<file path="src/rtl/fic_pkg.sv">
// Package of constants and carriers for the five source interrupt controller
package fic_pkg;

    // Register addresses in the data space
    localparam logic [7:0] ADDR_CTRL0 = 8'h0B;
    localparam logic [7:0] ADDR_CTRL1 = 8'h1E;

    // Control 0 field positions
    localparam int C0_MASTER  = 0;
    localparam int C0_EN_EXT0 = 1;
    localparam int C0_EN_EXT1 = 2;
    localparam int C0_EN_TMR  = 3;
    localparam int C0_FL_EXT0 = 4;
    localparam int C0_FL_EXT1 = 5;
    localparam int C0_FL_TMR  = 6;
    localparam int C0_TEST    = 7;

    // Control 1 field positions
    localparam int C1_EN_TB   = 1;
    localparam int C1_EN_RTC  = 2;
    localparam int C1_FL_TB   = 5;
    localparam int C1_FL_RTC  = 6;

    // Reset values
    localparam logic [7:0] CTRL0_RST = 8'h00;
    localparam logic [7:0] CTRL1_RST = 8'h00;

    // Call vectors
    localparam logic [7:0] VEC_EXT0 = 8'h04;
    localparam logic [7:0] VEC_EXT1 = 8'h08;
    localparam logic [7:0] VEC_TMR  = 8'h0C;
    localparam logic [7:0] VEC_TB   = 8'h14;
    localparam logic [7:0] VEC_RTC  = 8'h18;

    // Edge selection codes for the external pins
    localparam logic [1:0] EDGE_FALL = 2'h0;
    localparam logic [1:0] EDGE_RISE = 2'h1;
    localparam logic [1:0] EDGE_BOTH = 2'h2;

    localparam int NUM_SRC = 5;

    // One bit per source, lowest bit is the highest priority
    typedef struct packed {
        logic rtc;
        logic tb;
        logic tmr;
        logic ext1;
        logic ext0;
    } fic_src_t;

    // Call request towards the core sequencer
    typedef struct packed {
        logic       valid;
        logic [7:0] vector;
    } fic_call_t;

endpackage

</file>
<file path="src/rtl/fic_irq_ctrl.sv">
// Five source interrupt controller: flags, enables, priority and call
`timescale 1ns/1ps
module fic_irq_ctrl #(
    parameter logic [1:0] EDGE_PIN0 = fic_pkg::EDGE_FALL,
    parameter logic [1:0] EDGE_PIN1 = fic_pkg::EDGE_FALL
) (
    // Clock, reset, enable
    input  wire logic          clk_sys,
    input  wire logic          sys_rst,
    input  wire logic          clkEn,
    // Register port
    input  wire logic [7:0]    regAddr,
    input  wire logic [7:0]    regWrData,
    input  wire logic          regWrEn,
    input  wire logic          regRdEn,
    output logic [7:0]         regRdData,
    // External pins, asynchronous
    input  wire logic          extIrqPinZero,
    input  wire logic          extIrqPinOne,
    // Internal event pulses, same clock
    input  wire logic          timerOvf,
    input  wire logic          timeBaseTick,
    input  wire logic          clockTick,
    // Core sequencer and return stack
    input  wire logic          coreAccept,
    input  wire logic          stackFull,
    input  wire logic          returnFromIrq,
    input  wire logic          returnSub,
    output fic_pkg::fic_call_t irqCall,
    output logic               pushPc,
    output logic               wakeReq
);

    // State
    fic_pkg::fic_src_t flags_r, flags_nxt;
    fic_pkg::fic_src_t enables_r, enables_nxt;
    logic              master_r, master_nxt;
    logic              testBit_r, testBit_nxt;
    logic [7:0]        rdData_r, rdData_nxt;
    fic_pkg::fic_call_t call_r, call_nxt;

    // Combinational helpers
    fic_pkg::fic_src_t events, pending, grant;
    logic [7:0]        grantVec;
    logic              anyPending;
    logic              ackGo;
    logic              wrCtrl0, wrCtrl1;
    logic [1:0]        pinRaw, pinEdge;

    localparam logic [1:0] EDGE_TAB [2] = '{EDGE_PIN0, EDGE_PIN1};

    assign pinRaw = {extIrqPinOne, extIrqPinZero};

    // One synchroniser and edge detector per external pin
    for (genvar p = 0; p < 2; p++) begin : g_pin
        fic_pin_edge #(
            .EDGE_MODE (EDGE_TAB[p])
        ) u_edge (
            .clk_sys   (clk_sys),
            .sys_rst   (sys_rst),
            .clkEn     (clkEn),
            .pinRaw    (pinRaw[p]),
            .edgePulse (pinEdge[p])
        );
    end

    // Source events in flag order
    always_comb begin
        events.ext0 = pinEdge[0];
        events.ext1 = pinEdge[1];
        events.tmr  = timerOvf;
        events.tb   = timeBaseTick;
        events.rtc  = clockTick;
    end

    // Only flags whose own enable is set compete
    assign pending = flags_r & enables_r;

    fic_prio u_prio (
        .req    (pending),
        .grant  (grant),
        .vector (grantVec),
        .any    (anyPending)
    );

    // Acknowledge needs master enable, room on the stack and a boundary
    assign ackGo = clkEn & coreAccept & master_r & anyPending
                 & ~stackFull;

    // Register address decode
    always_comb begin
        wrCtrl0 = 1'b0;
        wrCtrl1 = 1'b0;
        if (regWrEn && regAddr == fic_pkg::ADDR_CTRL0) begin
            wrCtrl0 = 1'b1;
        end else if (regWrEn && regAddr == fic_pkg::ADDR_CTRL1) begin
            wrCtrl1 = 1'b1;
        end
    end

    // Next control and flag state
    always_comb begin
        flags_nxt   = flags_r;
        enables_nxt = enables_r;
        master_nxt  = master_r;
        testBit_nxt = testBit_r;
        if (wrCtrl0) begin
            master_nxt       = regWrData[fic_pkg::C0_MASTER];
            enables_nxt.ext0 = regWrData[fic_pkg::C0_EN_EXT0];
            enables_nxt.ext1 = regWrData[fic_pkg::C0_EN_EXT1];
            enables_nxt.tmr  = regWrData[fic_pkg::C0_EN_TMR];
            flags_nxt.ext0   = regWrData[fic_pkg::C0_FL_EXT0];
            flags_nxt.ext1   = regWrData[fic_pkg::C0_FL_EXT1];
            flags_nxt.tmr    = regWrData[fic_pkg::C0_FL_TMR];
            // Test bit is only stored; it steers nothing here
            testBit_nxt      = regWrData[fic_pkg::C0_TEST];
        end
        if (wrCtrl1) begin
            enables_nxt.tb   = regWrData[fic_pkg::C1_EN_TB];
            enables_nxt.rtc  = regWrData[fic_pkg::C1_EN_RTC];
            flags_nxt.tb     = regWrData[fic_pkg::C1_FL_TB];
            flags_nxt.rtc    = regWrData[fic_pkg::C1_FL_RTC];
        end
        // Return from interrupt re-arms; plain return does nothing here
        if (returnFromIrq) begin
            master_nxt = 1'b1;
        end
        // Acknowledge clears the served flag and the master enable
        if (ackGo) begin
            flags_nxt  = flags_nxt & ~grant;
            master_nxt = 1'b0;
        end
        // New events last so a set beats any clear in the same cycle
        flags_nxt = flags_nxt | events;
    end

    // Call request: vector registered, one cycle wide
    always_comb begin
        call_nxt.valid  = ackGo;
        call_nxt.vector = ackGo ? grantVec : call_r.vector;
    end

    // Read data, one cycle after the strobe; unmapped reads give zero
    always_comb begin
        rdData_nxt = 8'h00;
        if (regRdEn && regAddr == fic_pkg::ADDR_CTRL0) begin
            rdData_nxt[fic_pkg::C0_MASTER]  = master_r;
            rdData_nxt[fic_pkg::C0_EN_EXT0] = enables_r.ext0;
            rdData_nxt[fic_pkg::C0_EN_EXT1] = enables_r.ext1;
            rdData_nxt[fic_pkg::C0_EN_TMR]  = enables_r.tmr;
            rdData_nxt[fic_pkg::C0_FL_EXT0] = flags_r.ext0;
            rdData_nxt[fic_pkg::C0_FL_EXT1] = flags_r.ext1;
            rdData_nxt[fic_pkg::C0_FL_TMR]  = flags_r.tmr;
            rdData_nxt[fic_pkg::C0_TEST]    = testBit_r;
        end else if (regRdEn && regAddr == fic_pkg::ADDR_CTRL1) begin
            rdData_nxt[fic_pkg::C1_EN_TB]   = enables_r.tb;
            rdData_nxt[fic_pkg::C1_EN_RTC]  = enables_r.rtc;
            rdData_nxt[fic_pkg::C1_FL_TB]   = flags_r.tb;
            rdData_nxt[fic_pkg::C1_FL_RTC]  = flags_r.rtc;
        end
    end

    // All state, frozen while the clock enable is low
    always_ff @(posedge clk_sys or posedge sys_rst) begin
        if (sys_rst) begin
            flags_r   <= '0;
            enables_r <= '0;
            master_r  <= fic_pkg::CTRL0_RST[fic_pkg::C0_MASTER];
            testBit_r <= fic_pkg::CTRL0_RST[fic_pkg::C0_TEST];
            rdData_r  <= 8'h00;
            call_r    <= '0;
        end else if (clkEn) begin
            flags_r   <= flags_nxt;
            enables_r <= enables_nxt;
            master_r  <= master_nxt;
            testBit_r <= testBit_nxt;
            rdData_r  <= rdData_nxt;
            call_r    <= call_nxt;
        end
    end

    assign regRdData = rdData_r;
    assign irqCall   = call_r;
    // Only the program counter is pushed, status stays untouched
    assign pushPc    = call_r.valid;
    // Wake ignores the master enable so a halted core always resumes
    assign wakeReq   = |pending;
endmodule

</file>
<file path="src/rtl/fic_pin_edge.sv">
// Pin synchroniser and selectable edge detector
`timescale 1ns/1ps
module fic_pin_edge #(
    parameter logic [1:0] EDGE_MODE = fic_pkg::EDGE_FALL
) (
    // Clock and reset
    input  wire logic clk_sys,
    input  wire logic sys_rst,
    input  wire logic clkEn,
    // Pin and event
    input  wire logic pinRaw,
    output logic      edgePulse
);

    if (EDGE_MODE > fic_pkg::EDGE_BOTH) begin : g_chk
        $error("fic_pin_edge: unsupported edge mode");
    end

    logic syncA_r, syncB_r, prev_r;
    logic syncA_nxt, syncB_nxt, prev_nxt;

    // Next values; the first stage feeds only the second
    always_comb begin
        syncA_nxt = pinRaw;
        syncB_nxt = syncA_r;
        prev_nxt  = syncB_r;
    end

    always_ff @(posedge clk_sys or posedge sys_rst) begin
        if (sys_rst) begin
            syncA_r <= 1'b1;
            syncB_r <= 1'b1;
            prev_r  <= 1'b1;
        end else if (clkEn) begin
            syncA_r <= syncA_nxt;
            syncB_r <= syncB_nxt;
            prev_r  <= prev_nxt;
        end
    end

    // Edge qualified by the build option, one pulse per edge
    always_comb begin
        case (EDGE_MODE)
            fic_pkg::EDGE_RISE: edgePulse = syncB_r & ~prev_r;
            fic_pkg::EDGE_BOTH: edgePulse = syncB_r ^ prev_r;
            default:            edgePulse = ~syncB_r & prev_r;
        endcase
    end

endmodule

</file>
<file path="src/rtl/fic_prio.sv">
// Fixed priority selector with vector lookup
`timescale 1ns/1ps
module fic_prio (
    // Requests, lowest bit first
    input  fic_pkg::fic_src_t req,
    // Selection
    output fic_pkg::fic_src_t grant,
    output logic [7:0]        vector,
    output logic              any
);

    localparam logic [7:0] VEC_TAB [fic_pkg::NUM_SRC] = '{
        fic_pkg::VEC_EXT0, fic_pkg::VEC_EXT1, fic_pkg::VEC_TMR,
        fic_pkg::VEC_TB,   fic_pkg::VEC_RTC};

    // First set bit wins, so pin 0 beats everything
    always_comb begin
        logic found;
        found  = 1'b0;
        grant  = '0;
        vector = 8'h00;
        for (int i = 0; i < fic_pkg::NUM_SRC; i++) begin
            if (req[i] && !found) begin
                found    = 1'b1;
                grant[i] = 1'b1;
                vector   = VEC_TAB[i];
            end
        end
        any = found;
    end

endmodule

</file>
<file path="config.mk">
export PLATFORM = sky130hd
export DESIGN_NAME = fic_irq_ctrl
export DESIGN_NICKNAME = d
export VERILOG_FILES = /design/src/rtl/fic_pkg.sv /design/src/rtl/fic_irq_ctrl.sv /design/src/rtl/fic_pin_edge.sv /design/src/rtl/fic_prio.sv
export SDC_FILE = /design/constraint.sdc
export NUM_CORES = 1
export LEC_CHECK = 0
export BUFFER_PORTS_ARGS = -buffer_cell sky130_fd_sc_hd__buf_2
export CORE_MARGIN = 4
export CORE_UTILIZATION = 35
export CTS_BUF_LIST = sky130_fd_sc_hd__clkbuf_16
export CTS_CLUSTER_SIZE = 16
export DETAILED_ROUTE_END_ITERATION = 10
export HOLD_SLACK_MARGIN = 0.02
export PLACE_DENSITY = 0.7
export SLEW_MARGIN = 20
export SYNTH_ARGS = -nofsm -noshare
export SYNTH_HDL_FRONTEND = slang
export SYNTH_SLANG_ARGS = --single-unit
</file>
<file path="constraint.sdc">
create_clock -name clk_sys -period 3.18 [get_ports clk_sys]
set_input_delay 0 -clock clk_sys [delete_from_list [all_inputs] [get_ports clk_sys]]
set_output_delay 0 -clock clk_sys [all_outputs]
set_load 0.05 [all_outputs]
</file>
==> results.toml, run 1 <==
[finish]
final.fill_count = 398
post_route_cells_drive_above_1_share = 0.363
layout.cell_area.non_filler_um2 = 1920
nets = 220
insertedDiodeCount = 0
flow.area_growth_from_synthesis_pct = 30.6

[placement]
place.port_buffers = 42
place.gp.congestion = 0.762
placedInstanceArea_um2 = 1700
dpl.hpwl_mm = 2.45

[grt]
grt_antenna_before_repair = 0
globalRoute.totalOverflow = 0
grt_pass1_vias = 1178
globalRouteTotalUtil = 0.132
grt_first_pass_wirelength_mm = 5.31
pin_count_of_the_biggest_net_entering_global_routing = 34

[clocking]
post_cts_resize_count = 0
cts.root.buffer_cell = "sky130_fd_sc_hd__clkbuf_16"
insertion_delay_to_the_later_sink_of_the_worst_skew_pair_ns = 0.27
cts_tree = "done"
cts_inserted_buffers = 5
worst_setup_hold_path_clk_slew_ns = 0.05
ctsHtreeMaxLevel = 2
clk_path_buf_depth = 2
clkSinkCount = 30

[sta]
worst_hold_margin_ns = 0.0449
fin_skew_ns = 0.00354
drv_slew = 0
finalHoldViolations = 0
tightest_slew_ns = 0.541
max_clock_freq_ghz = 0.662
timing.final.setup_violations = 0
setup_tns_ns = 0
tmin_final_ns = 1.51
max_slew_margin = 0.639
rsz0062_at_grt = "no"
min_period_over_period = 0.475

[power]
worst_ir_drop_vdd_uv = 373
p_per_area_nw_per_um2 = 535
leakagePower_nw = 0.924

[die]
die-area_um2 = 5310
die-width_um = 72.9
core-area_um2 = 4030
floorplan.rows = 23
effective_utilization_at_floorplan = 0.366
height_of_the_chip_um = 72.9
count_of_boundary_i_o_pins = 49

[drt]
final_antenna_net_count = 0
postRouteWirelength_mm = 3.18
avgRoutedWirePerCell_um = 13.2
detailedRoute.firstIterationViolations = 32
remaining_drc_errors = 0
routed-via-count = 1214
pre_repair_dr_iteration_count = 4
post_drt_via_cell_ratio = 5.06

[worst_setup_path]
worstSetupPathType = "reg -> reg"
timing.critical_path.slowest_stage_cell = "sky130_fd_sc_hd__dfrtp_1"
critical_path_peak_fanout = 5
path_delay_family = "simple AND/OR/NAND/NOR gates"
worst_ep_required_time_ns = 3.32
arrival_time_reported_for_the_critical_path_endpoint_ns = 1.66
worst_path_cell_chain = "a22oi_1 -> nand2_1 -> nor3b_2 -> o21ai_1"
timing.critical_path.slowest_cell_delay_ns = 0.42
timing.critical_path.from_type = "flop"
cp-end-kind = "flop"
number_of_buffer_and_inverter_instances_along_the_worst_setup_path = 0

[synth]
synth.cell_area_um2 = 1470
async_flop_share = 1.00
synth_enable_flop_cells = 0
netlist_top_cells_area = "sky130_fd_sc_hd__dfrtp_1 41%, sky130_fd_sc_hd__dfstp_2 11%, sky130_fd_sc_hd__mux2_2 7.6%"
synthCells = 138
synth_sequential_area_ratio = 0.515
postSynth.topFlopCell = "sky130_fd_sc_hd__dfrtp_1"
yosys_warnings = 0
postSynthRegisterBits = 30
post_synth_num_cell_types = 32
post-synth-top-area-cell = "sky130_fd_sc_hd__dfrtp_1"
avgSynthCellArea_um2 = 10.7
synth_largest_type_area_fraction = 0.408

[hold_path]
holdCritPathClass = "in -> reg"

[job]
maxCapViolations = 0

[status]
run_status = "complete, no violations"
synthesized netlist by cell type, drive strengths merged, types with 2 or more instances:
library cell and n:
dfrtp 24, inv 12, nand2 12, mux2 10
o21ai 9, a22oi 8, o22ai 8, buf 7
dfstp 6, nand3 5, nor3 5, clkbuf 4
nand4 4, nor2 4, a22o 2, a32o 2
and3b 2, and4 2, mux2i 2, nor3b 2
what timing repair did:
action                                  in CTS  in global routing
hold buffers                                 9                  0
hold endpoints to repair                    18                  0
setup buffers                                0                  0
endpoints found under the setup margin       0                  0
kinds of logic (layout without fill, tap and decap cells):
group / after synthesis / after routing / synth area share
AOI/OAI and AO/OA: 33 / 33 / 0.158
buffers and inverters: 23 / 71 / 0.0765
DFF: 30 / 30 / 0.515
muxes: 12 / 12 / 0.0901
other: 1 / 5 / 0.00255
and+or+nand+nor: 39 / 39 / 0.158
cells in the final DEF (no fill, tap or decap), types with 2 or more instances in the layout:
| master | instances |
|---|---|
| sky130_fd_sc_hd__nand4_1 | 4 |
| sky130_fd_sc_hd__mux2i_1 | 2 |
| sky130_fd_sc_hd__a32o_1 | 2 |
| sky130_fd_sc_hd__dfstp_2 | 6 |
| sky130_fd_sc_hd__nand2_1 | 12 |
| sky130_fd_sc_hd__dlygate4sd3_1 | 9 |
| sky130_fd_sc_hd__o21ai_0 | 8 |
| sky130_fd_sc_hd__a22oi_1 | 7 |
| sky130_fd_sc_hd__nor3_1 | 5 |
| sky130_fd_sc_hd__a22o_1 | 2 |
| sky130_fd_sc_hd__nor2_1 | 4 |
| sky130_fd_sc_hd__nand3_1 | 5 |
| sky130_fd_sc_hd__inv_1 | 14 |
| sky130_fd_sc_hd__clkbuf_16 | 5 |
| sky130_fd_sc_hd__buf_2 | 42 |
| sky130_fd_sc_hd__mux2_2 | 10 |
| sky130_fd_sc_hd__dfrtp_1 | 24 |
| sky130_fd_sc_hd__o22ai_1 | 8 |
| sky130_fd_sc_hd__and3b_1 | 2 |
| sky130_fd_sc_hd__conb_1 | 5 |
final timing paths:
kind	start	to	slack (ns)	cells after the start
min in group asynchronous	sys_rst	regRdData[4]	0.22	3
setup / recovery	flags_r[1]	flags_r[4]	1.67	4
max in group asynchronous	sys_rst	g_pin[1].u_edge.syncA_r	2.32	4
setup reg to reg	flags_r[1]	flags_r[4]	1.67	4
hold reg to reg	g_pin[0].u_edge.syncA_r	g_pin[0].u_edge.prev_nxt	0.48	2
hold / removal	regWrData[6]	flags_r[4]	0.04	3
area by class of cell:
class | instances | area (um^2) | share of cell area
clock buffers | 5 | 125 | 0.0651
clock inverters | 2 | 7.51 | 0.00390
inverters | 12 | 45.0 | 0.0234
multi-input cells | 89 | 617 | 0.321
flip-flops and latches | 30 | 758 | 0.394
well taps | 50 | 62.6 | 0.0325
repair buffers | 52 | 308 | 0.160
power by group:
group / switching, W / internal [W]
Combinational: 0.000112 / 0.0000598
Clock: 0.000143 / 0.000277
Sequential: 0.0000182 / 0.000418
Total: 0.000273 / 0.000755
state kept, by name (all words and copies together) (netlist names):
signal	count
regRdData	8
pushPc	1
g_pin.u_edge.prev_r	2
enables_r	5
flags_r	5
master_r	1
g_pin.u_edge.syncA_r	2
testBit_r	1
irqCall	3
g_pin.u_edge.prev_nxt	2
tightest hold or removal path, cell delays in order:
cell	delay (ns)
sky130_fd_sc_hd__buf_2	0.09
sky130_fd_sc_hd__mux2i_1	0.06
sky130_fd_sc_hd__o21ai_1	0.12
through the flow:
step	setup slack, ns	util	total power [W]	instances
after global placement	1.56	0.422	0.000604	224
after detailed placement	1.55	0.422	0.000606	224
after CTS	1.66	0.477	0.00104	240
final	1.67	0.477	0.00103	240
after floorplan	1.57	-	0.000563	142
after global routing	1.56	0.477	0.00108	240
layer usage:
| layer | global-route usage | routed length [um] | part of all wire |
|---|---|---|---|
| met1 | 0.170 | 1440 | 0.45 |
| met2 | 0.189 | 1410 | 0.44 |
| met3 | 0.0523 | 254 | 0.080 |
| met4 | 0.0697 | 68 | 0.021 |
| met5 | 0 | 0 | 0 |
Note: power is estimated with default switching activity, not from simulation.
==> inputs of run 2 (changes only) <==
clock period = 1.5 ns   (was 3.18 ns; I/O delays follow)
==> run 2 against run 1 <==
  * Die area stayed put
  * Non-clock buffer count grew 11
  * Utilization is 2.5 points higher
  * Sequential share of layout area is 2.0 points lower
  * Sequential power up 110%
==> results.toml, run 2 (synthesis results as in run 1) <==
[worst_setup_path]
worst_path_cell_chain = "a22oi_2 -> a311o_1 -> a2111o_1"
timing.critical_path.from_type = "flop"
cp-end-kind = "flop"
worstRegToRegCells = 3
path_depth = 3
timing.critical_path.slowest_cell_delay_ns = 0.42
number_of_buffer_and_inverter_instances_along_the_worst_setup_path = 0
arrival_time_reported_for_the_critical_path_endpoint_ns = 1.62
worst_ep_required_time_ns = 1.65
path_delay_family = "compound AO/OA/AOI/OAI gates"
critical_path_peak_fanout = 4
worstSetupPathType = "reg -> reg"
timing.critical_path.slowest_stage_cell = "sky130_fd_sc_hd__a311o_1"

[placement]
placedInstanceArea_um2 = 1780
post-place-cells = 234
place.gp.congestion = 0.800
place.port_buffers = 42
dpl_worst_slack_ns = 0.00767
dpl.hpwl_mm = 2.62

[finish]
final_cell_mix = "42 x sky130_fd_sc_hd__buf_2, 24 x sky130_fd_sc_hd__dfrtp_1, 13 x sky130_fd_sc_hd__inv_1"
stdcell_count = 252
largest_register_ff_count = 8
flow.area_growth_from_synthesis_pct = 37.5
post_route_cells_drive_above_1_share = 0.411
insertedDiodeCount = 0
nets = 231
layout.cells.most_common = "sky130_fd_sc_hd__buf_2"
layout.cell_area.non_filler_um2 = 2020

[power]
fin_total_pwr_w = 0.00224
p_per_area_nw_per_um2 = 1100
worst_ir_drop_vdd_uv = 637
leakagePower_nw = 0.983

[die]
die-area_um2 = 5310
effective_utilization_at_floorplan = 0.366
floorplan.rows = 23
height_of_the_chip_um = 72.9
core-area_um2 = 4030
die-width_um = 72.9
count_of_boundary_i_o_pins = 49

[sta]
setup_tns_ns = 0
tmin_final_ns = 1.47
min_period_over_period = 0.977
drv_slew = 0
timing.final.setup_violations = 0
finalWorstSetupSlack_ns = 0.0346
finalHoldViolations = 0
fin_skew_ns = 0.00579
max_clock_freq_ghz = 0.682

[drt]
detailedRoute.firstIterationViolations = 51
remaining_drc_errors = 0
avgRoutedWirePerCell_um = 14.3
pre_repair_dr_iteration_count = 4
final_antenna_net_count = 0
post_drt_via_cell_ratio = 5.05
routed-via-count = 1273
postRouteWirelength_mm = 3.61

[clocking]
worst_setup_hold_path_clk_slew_ns = 0.05
insertion_delay_to_the_later_sink_of_the_worst_skew_pair_ns = 0.28
ctsHtreeMaxLevel = 2
cts.root.buffer_cell = "sky130_fd_sc_hd__clkbuf_16"
cts_inserted_buffers = 5
post_cts_buffers = 0
cts_tree = "done"
clk_path_buf_depth = 2
clkSinkCount = 30

[hold_path]
holdCritPathClass = "in -> reg"
worstHoldPathCells = 3

[grt]
globalRoute.totalOverflow = 0
grt_antenna_before_repair = 0
grt_util_met3 = 0.0358
grt_pass1_vias = 1318
pin_count_of_the_biggest_net_entering_global_routing = 31
globalRouteTotalUtil = 0.153
gr-max-usage-layer = "met2"
grt_first_pass_wirelength_mm = 6.10
use_met2 = 0.242
grt_util_met1 = 0.193

[status]
run_status = "complete, no violations"

[job]
maxCapViolations = 0
## run 2: layer usage
metal  routed length [um]  part of all wire
met1                 1570              0.43
met2                 1710              0.47
met3                  242             0.067
met4                   85             0.024
met5                    0                 0
## run 2: report_power, final
part           switching, W  internal [W]
sequential        0.0000363      0.000886
combinational      0.000248      0.000140
clock              0.000328      0.000597
## run 2: area by class of cell
cell class | count | area (um^2)
inverters | 12 | 45.0
multi-input cells | 89 | 628
well taps | 50 | 62.6
flip-flops and latches | 30 | 758
fillers | 385 | 2000
repair buffers | 63 | 393
clock buffers | 5 | 125
clock inverters | 3 | 12.5
## run 2: per-stage QoR
stage	hold WS (ns)	util
finish	0.0438	0.502
floorplan	0.0864	-
CTS	0.0382	0.502
global placement	0.0918	0.442
detailed placement	0.0920	0.442
global route	0.0544	0.502
## run 2: final timing paths
path | end | from | slack (ns)
max | irqCall[3] | enables_r[2] | 0.03
min | flags_r[4] | clkEn | 0.04
max reg2reg | irqCall[3] | enables_r[2] | 0.03
min reg2reg | g_pin[0].u_edge.prev_nxt | g_pin[0].u_edge.syncA_r | 0.48
max in group asynchronous | g_pin[0].u_edge.prev_r | sys_rst | 0.85
min in group asynchronous | regRdData[4] | sys_rst | 0.34
## run 2: worst register-to-register path: stages, from the launching register on
cell and delay [ns]:
sky130_fd_sc_hd__dfrtp_1 0.39, sky130_fd_sc_hd__a22oi_2 0.12, sky130_fd_sc_hd__a311o_1 0.42, sky130_fd_sc_hd__a2111o_1 0.42
## run 2: timing repair
action / 4_1_cts / 5_1_grt
hold buffers: 10 / 0
gates resized for setup: 1 / 1
endpoints found under the hold margin: 35 / 0
setup endpoints to repair: 2 / 5
==> inputs of run 3 (changes only) <==
CORE_UTILIZATION = 50   (was 35)
PLACE_DENSITY = 0.9   (was 0.7)
SETUP_SLACK_MARGIN = 0.2   (was default)
clock period = 1.7 ns   (was 1.5 ns; I/O delays follow)
==> run 3 against run 2 <==
  * Register-to-register slack better by 0.17 ns
  * Clock skew fell by 0.0028 ns
  * First-iteration DRC count grew 7.8%
  * Cell area is 3.0% lower
  * Power decreased by 11%
  * Sequential power decreased by 11%
  * Wire length increased by 12%
  * Largest power group unchanged
  * Count of clock-buffer cells in the layout unchanged
  * Highest routed layer unchanged
==> results.toml, run 3 (synthesis results as in run 1) <==
[status]
run_status = "complete, no violations"

[grt]
pin_count_of_the_biggest_net_entering_global_routing = 19
grt_pass1_vias = 1386
grt_first_pass_wirelength_mm = 6.24
globalRoute.totalOverflow = 0
grt_antenna_before_repair = 0
globalRouteTotalUtil = 0.209

[clocking]
clk_path_buf_depth = 2
insertion_delay_to_the_later_sink_of_the_worst_skew_pair_ns = 0.27
cts.root.buffer_cell = "sky130_fd_sc_hd__clkbuf_16"
ctsHtreeMaxLevel = 2
worst_setup_hold_path_clk_slew_ns = 0.05
clkSinkCount = 30
cts_inserted_buffers = 5
cts_tree = "done"

[power]
internal_power_w = 0.00143
power.combinational.fraction = 0.172
sequential_power_share = 0.412
power_frac_clock = 0.416
p_per_area_nw_per_um2 = 1020
worst_ir_drop_vdd_uv = 955
switching_share = 0.281
leakagePower_nw = 0.951
net-switching-power_w = 0.000560

[finish]
multi_input_area_um2 = 634
final_cell_mix = "42 x sky130_fd_sc_hd__buf_2, 24 x sky130_fd_sc_hd__dfrtp_1, 12 x sky130_fd_sc_hd__nand2_1, 12 x sky130_fd_sc_hd__inv_1, 10 x sky130_fd_sc_hd__mux2_2"
largest_register_ff_count = 8
stdcell_count = 227
flow.area_growth_from_synthesis_pct = 33.3
layout.cells.most_common = "sky130_fd_sc_hd__buf_2"
layout.cell_area.non_filler_um2 = 1960
nets = 225
post_route_cells_drive_above_1_share = 0.403
seqCellArea_um2 = 758
final.fill_count = 193
insertedDiodeCount = 0

[sta]
timing.final.setup_violations = 0
rsz0062_at_grt = "yes"
setup_tns_ns = 0
tightest_slew_ns = 0.500
finalWorstSetupSlack_ns = 0.203
max_slew_margin = 0.666
min_period_over_period = 0.880
tmin_final_ns = 1.50
drv_slew = 0
finalHoldViolations = 0
fin_skew_ns = 0.00300
max_clock_freq_ghz = 0.668

[placement]
dpl.hpwl_mm = 2.73
post-place-cells = 207
placedInstanceArea_um2 = 1700
place.port_buffers = 42
place.gp.congestion = 0.850
dpl_worst_slack_ns = 0.149

[worst_setup_path]
critical_path_peak_fanout = 4
worst_ep_required_time_ns = 1.85
timing.critical_path.from_type = "flop"
arrival_time_reported_for_the_critical_path_endpoint_ns = 1.65
cp-end-kind = "flop"
worstSetupPathType = "reg -> reg"

[die]
height_of_the_chip_um = 62.3
floorplan.rows = 19
count_of_boundary_i_o_pins = 49
core-area_um2 = 2780
effective_utilization_at_floorplan = 0.529
die-width_um = 62.3
die-area_um2 = 3880

[drt]
postRouteWirelength_mm = 4.04
avgRoutedWirePerCell_um = 17.8
routed-via-count = 1347
detailedRoute.firstIterationViolations = 55
final_antenna_net_count = 0
post_drt_via_cell_ratio = 5.93
remaining_drc_errors = 0
pre_repair_dr_iteration_count = 5

[job]
maxCapViolations = 0

[hold_path]
holdCritPathClass = "in -> reg"
==> run 3: changes by cell type in the layout (fill, tap and decap cells not counted) <==
| cell | before | now |
|---|---|---|
| sky130_fd_sc_hd__nor3b_4 | 1 | 2 |
| sky130_fd_sc_hd__buf_4 | 11 | 6 |
| sky130_fd_sc_hd__clkinvlp_4 | 0 | 1 |
| sky130_fd_sc_hd__dlygate4sd3_1 | 10 | 9 |
| sky130_fd_sc_hd__nor3b_2 | 1 | 0 |
| sky130_fd_sc_hd__inv_1 | 13 | 12 |
==> run 3: cell type report <==
type | count | area share
well taps | 31 | 0.0198
repair buffers | 57 | 0.176
multi-input cells | 89 | 0.323
inverters | 12 | 0.0229
flip-flops and latches | 30 | 0.386
clock inverters | 3 | 0.00829
clock buffers | 5 | 0.0637
==> run 3: critical path: stages, from the launching register on <==
cell,delay (ns)
sky130_fd_sc_hd__dfrtp_1,0.37
sky130_fd_sc_hd__nand2_1,0.15
sky130_fd_sc_hd__a311o_1,0.44
sky130_fd_sc_hd__a2111o_1,0.42
==> run 3: path summary, 6_finish.rpt <==
| path | startpoint | endpoint | slack, ns | cells past startpoint |
|---|---|---|---|---|
| setup / recovery | flags_r[4] | irqCall[3] | 0.20 | 3 |
| hold / removal | regWrData[6] | flags_r[2] | 0.04 | 3 |
| setup reg to reg | flags_r[4] | irqCall[3] | 0.20 | 3 |
| hold reg to reg | irqCall[3] | irqCall[3] | 0.50 | 1 |
| max in group asynchronous | sys_rst | flags_r[4] | 0.80 | 4 |
| min in group asynchronous | sys_rst | flags_r[0] | 0.29 | 3 |
==> run 3: repair_timing <==
item / in CTS / in global routing
setup endpoints to repair: 4 / 5
pin swaps: 0 / 2
hold buffers: 9 / 0
setup buffers: 1 / 2
endpoints found under the hold margin: 17 / 0
gates resized for setup: 1 / 2
==> run 3: power groups by stage <==
stage	clock (W)	sequential [W]	combinational [W]
5_1_grt	0.000878	0.000826	0.000366
2_1_floorplan	0	0.000893	0.000162
4_1_cts	0.000839	0.000819	0.000335
6_report	0.000829	0.000821	0.000343
3_5_place_dp	0	0.000829	0.000315
3_3_place_gp	0	0.000824	0.000305
==> run 3: per-stage QoR <==
| step | hold WS, ns | total power, W | util |
|---|---|---|---|
| 6_report | 0.0387 | 0.00199 | 0.706 |
| 3_3_place_gp | 0.0357 | 0.00113 | 0.610 |
| 4_1_cts | 0.0346 | 0.00199 | 0.698 |
| 3_5_place_dp | 0.0427 | 0.00114 | 0.610 |
| 2_1_floorplan | 0.0864 | 0.00105 | - |
| 5_1_grt | 0.0574 | 0.00207 | 0.706 |
==> run 3: metal layers <==
metal	part of all wire	wire length (um)	up-vias	track usage
li1	-	-	605	-
met5	0	0	-	0
met2	0.53	2130	93	0.345
met3	0.078	316	28	0.0685
met4	0.054	219	0	0.164
met1	0.34	1380	621	0.214
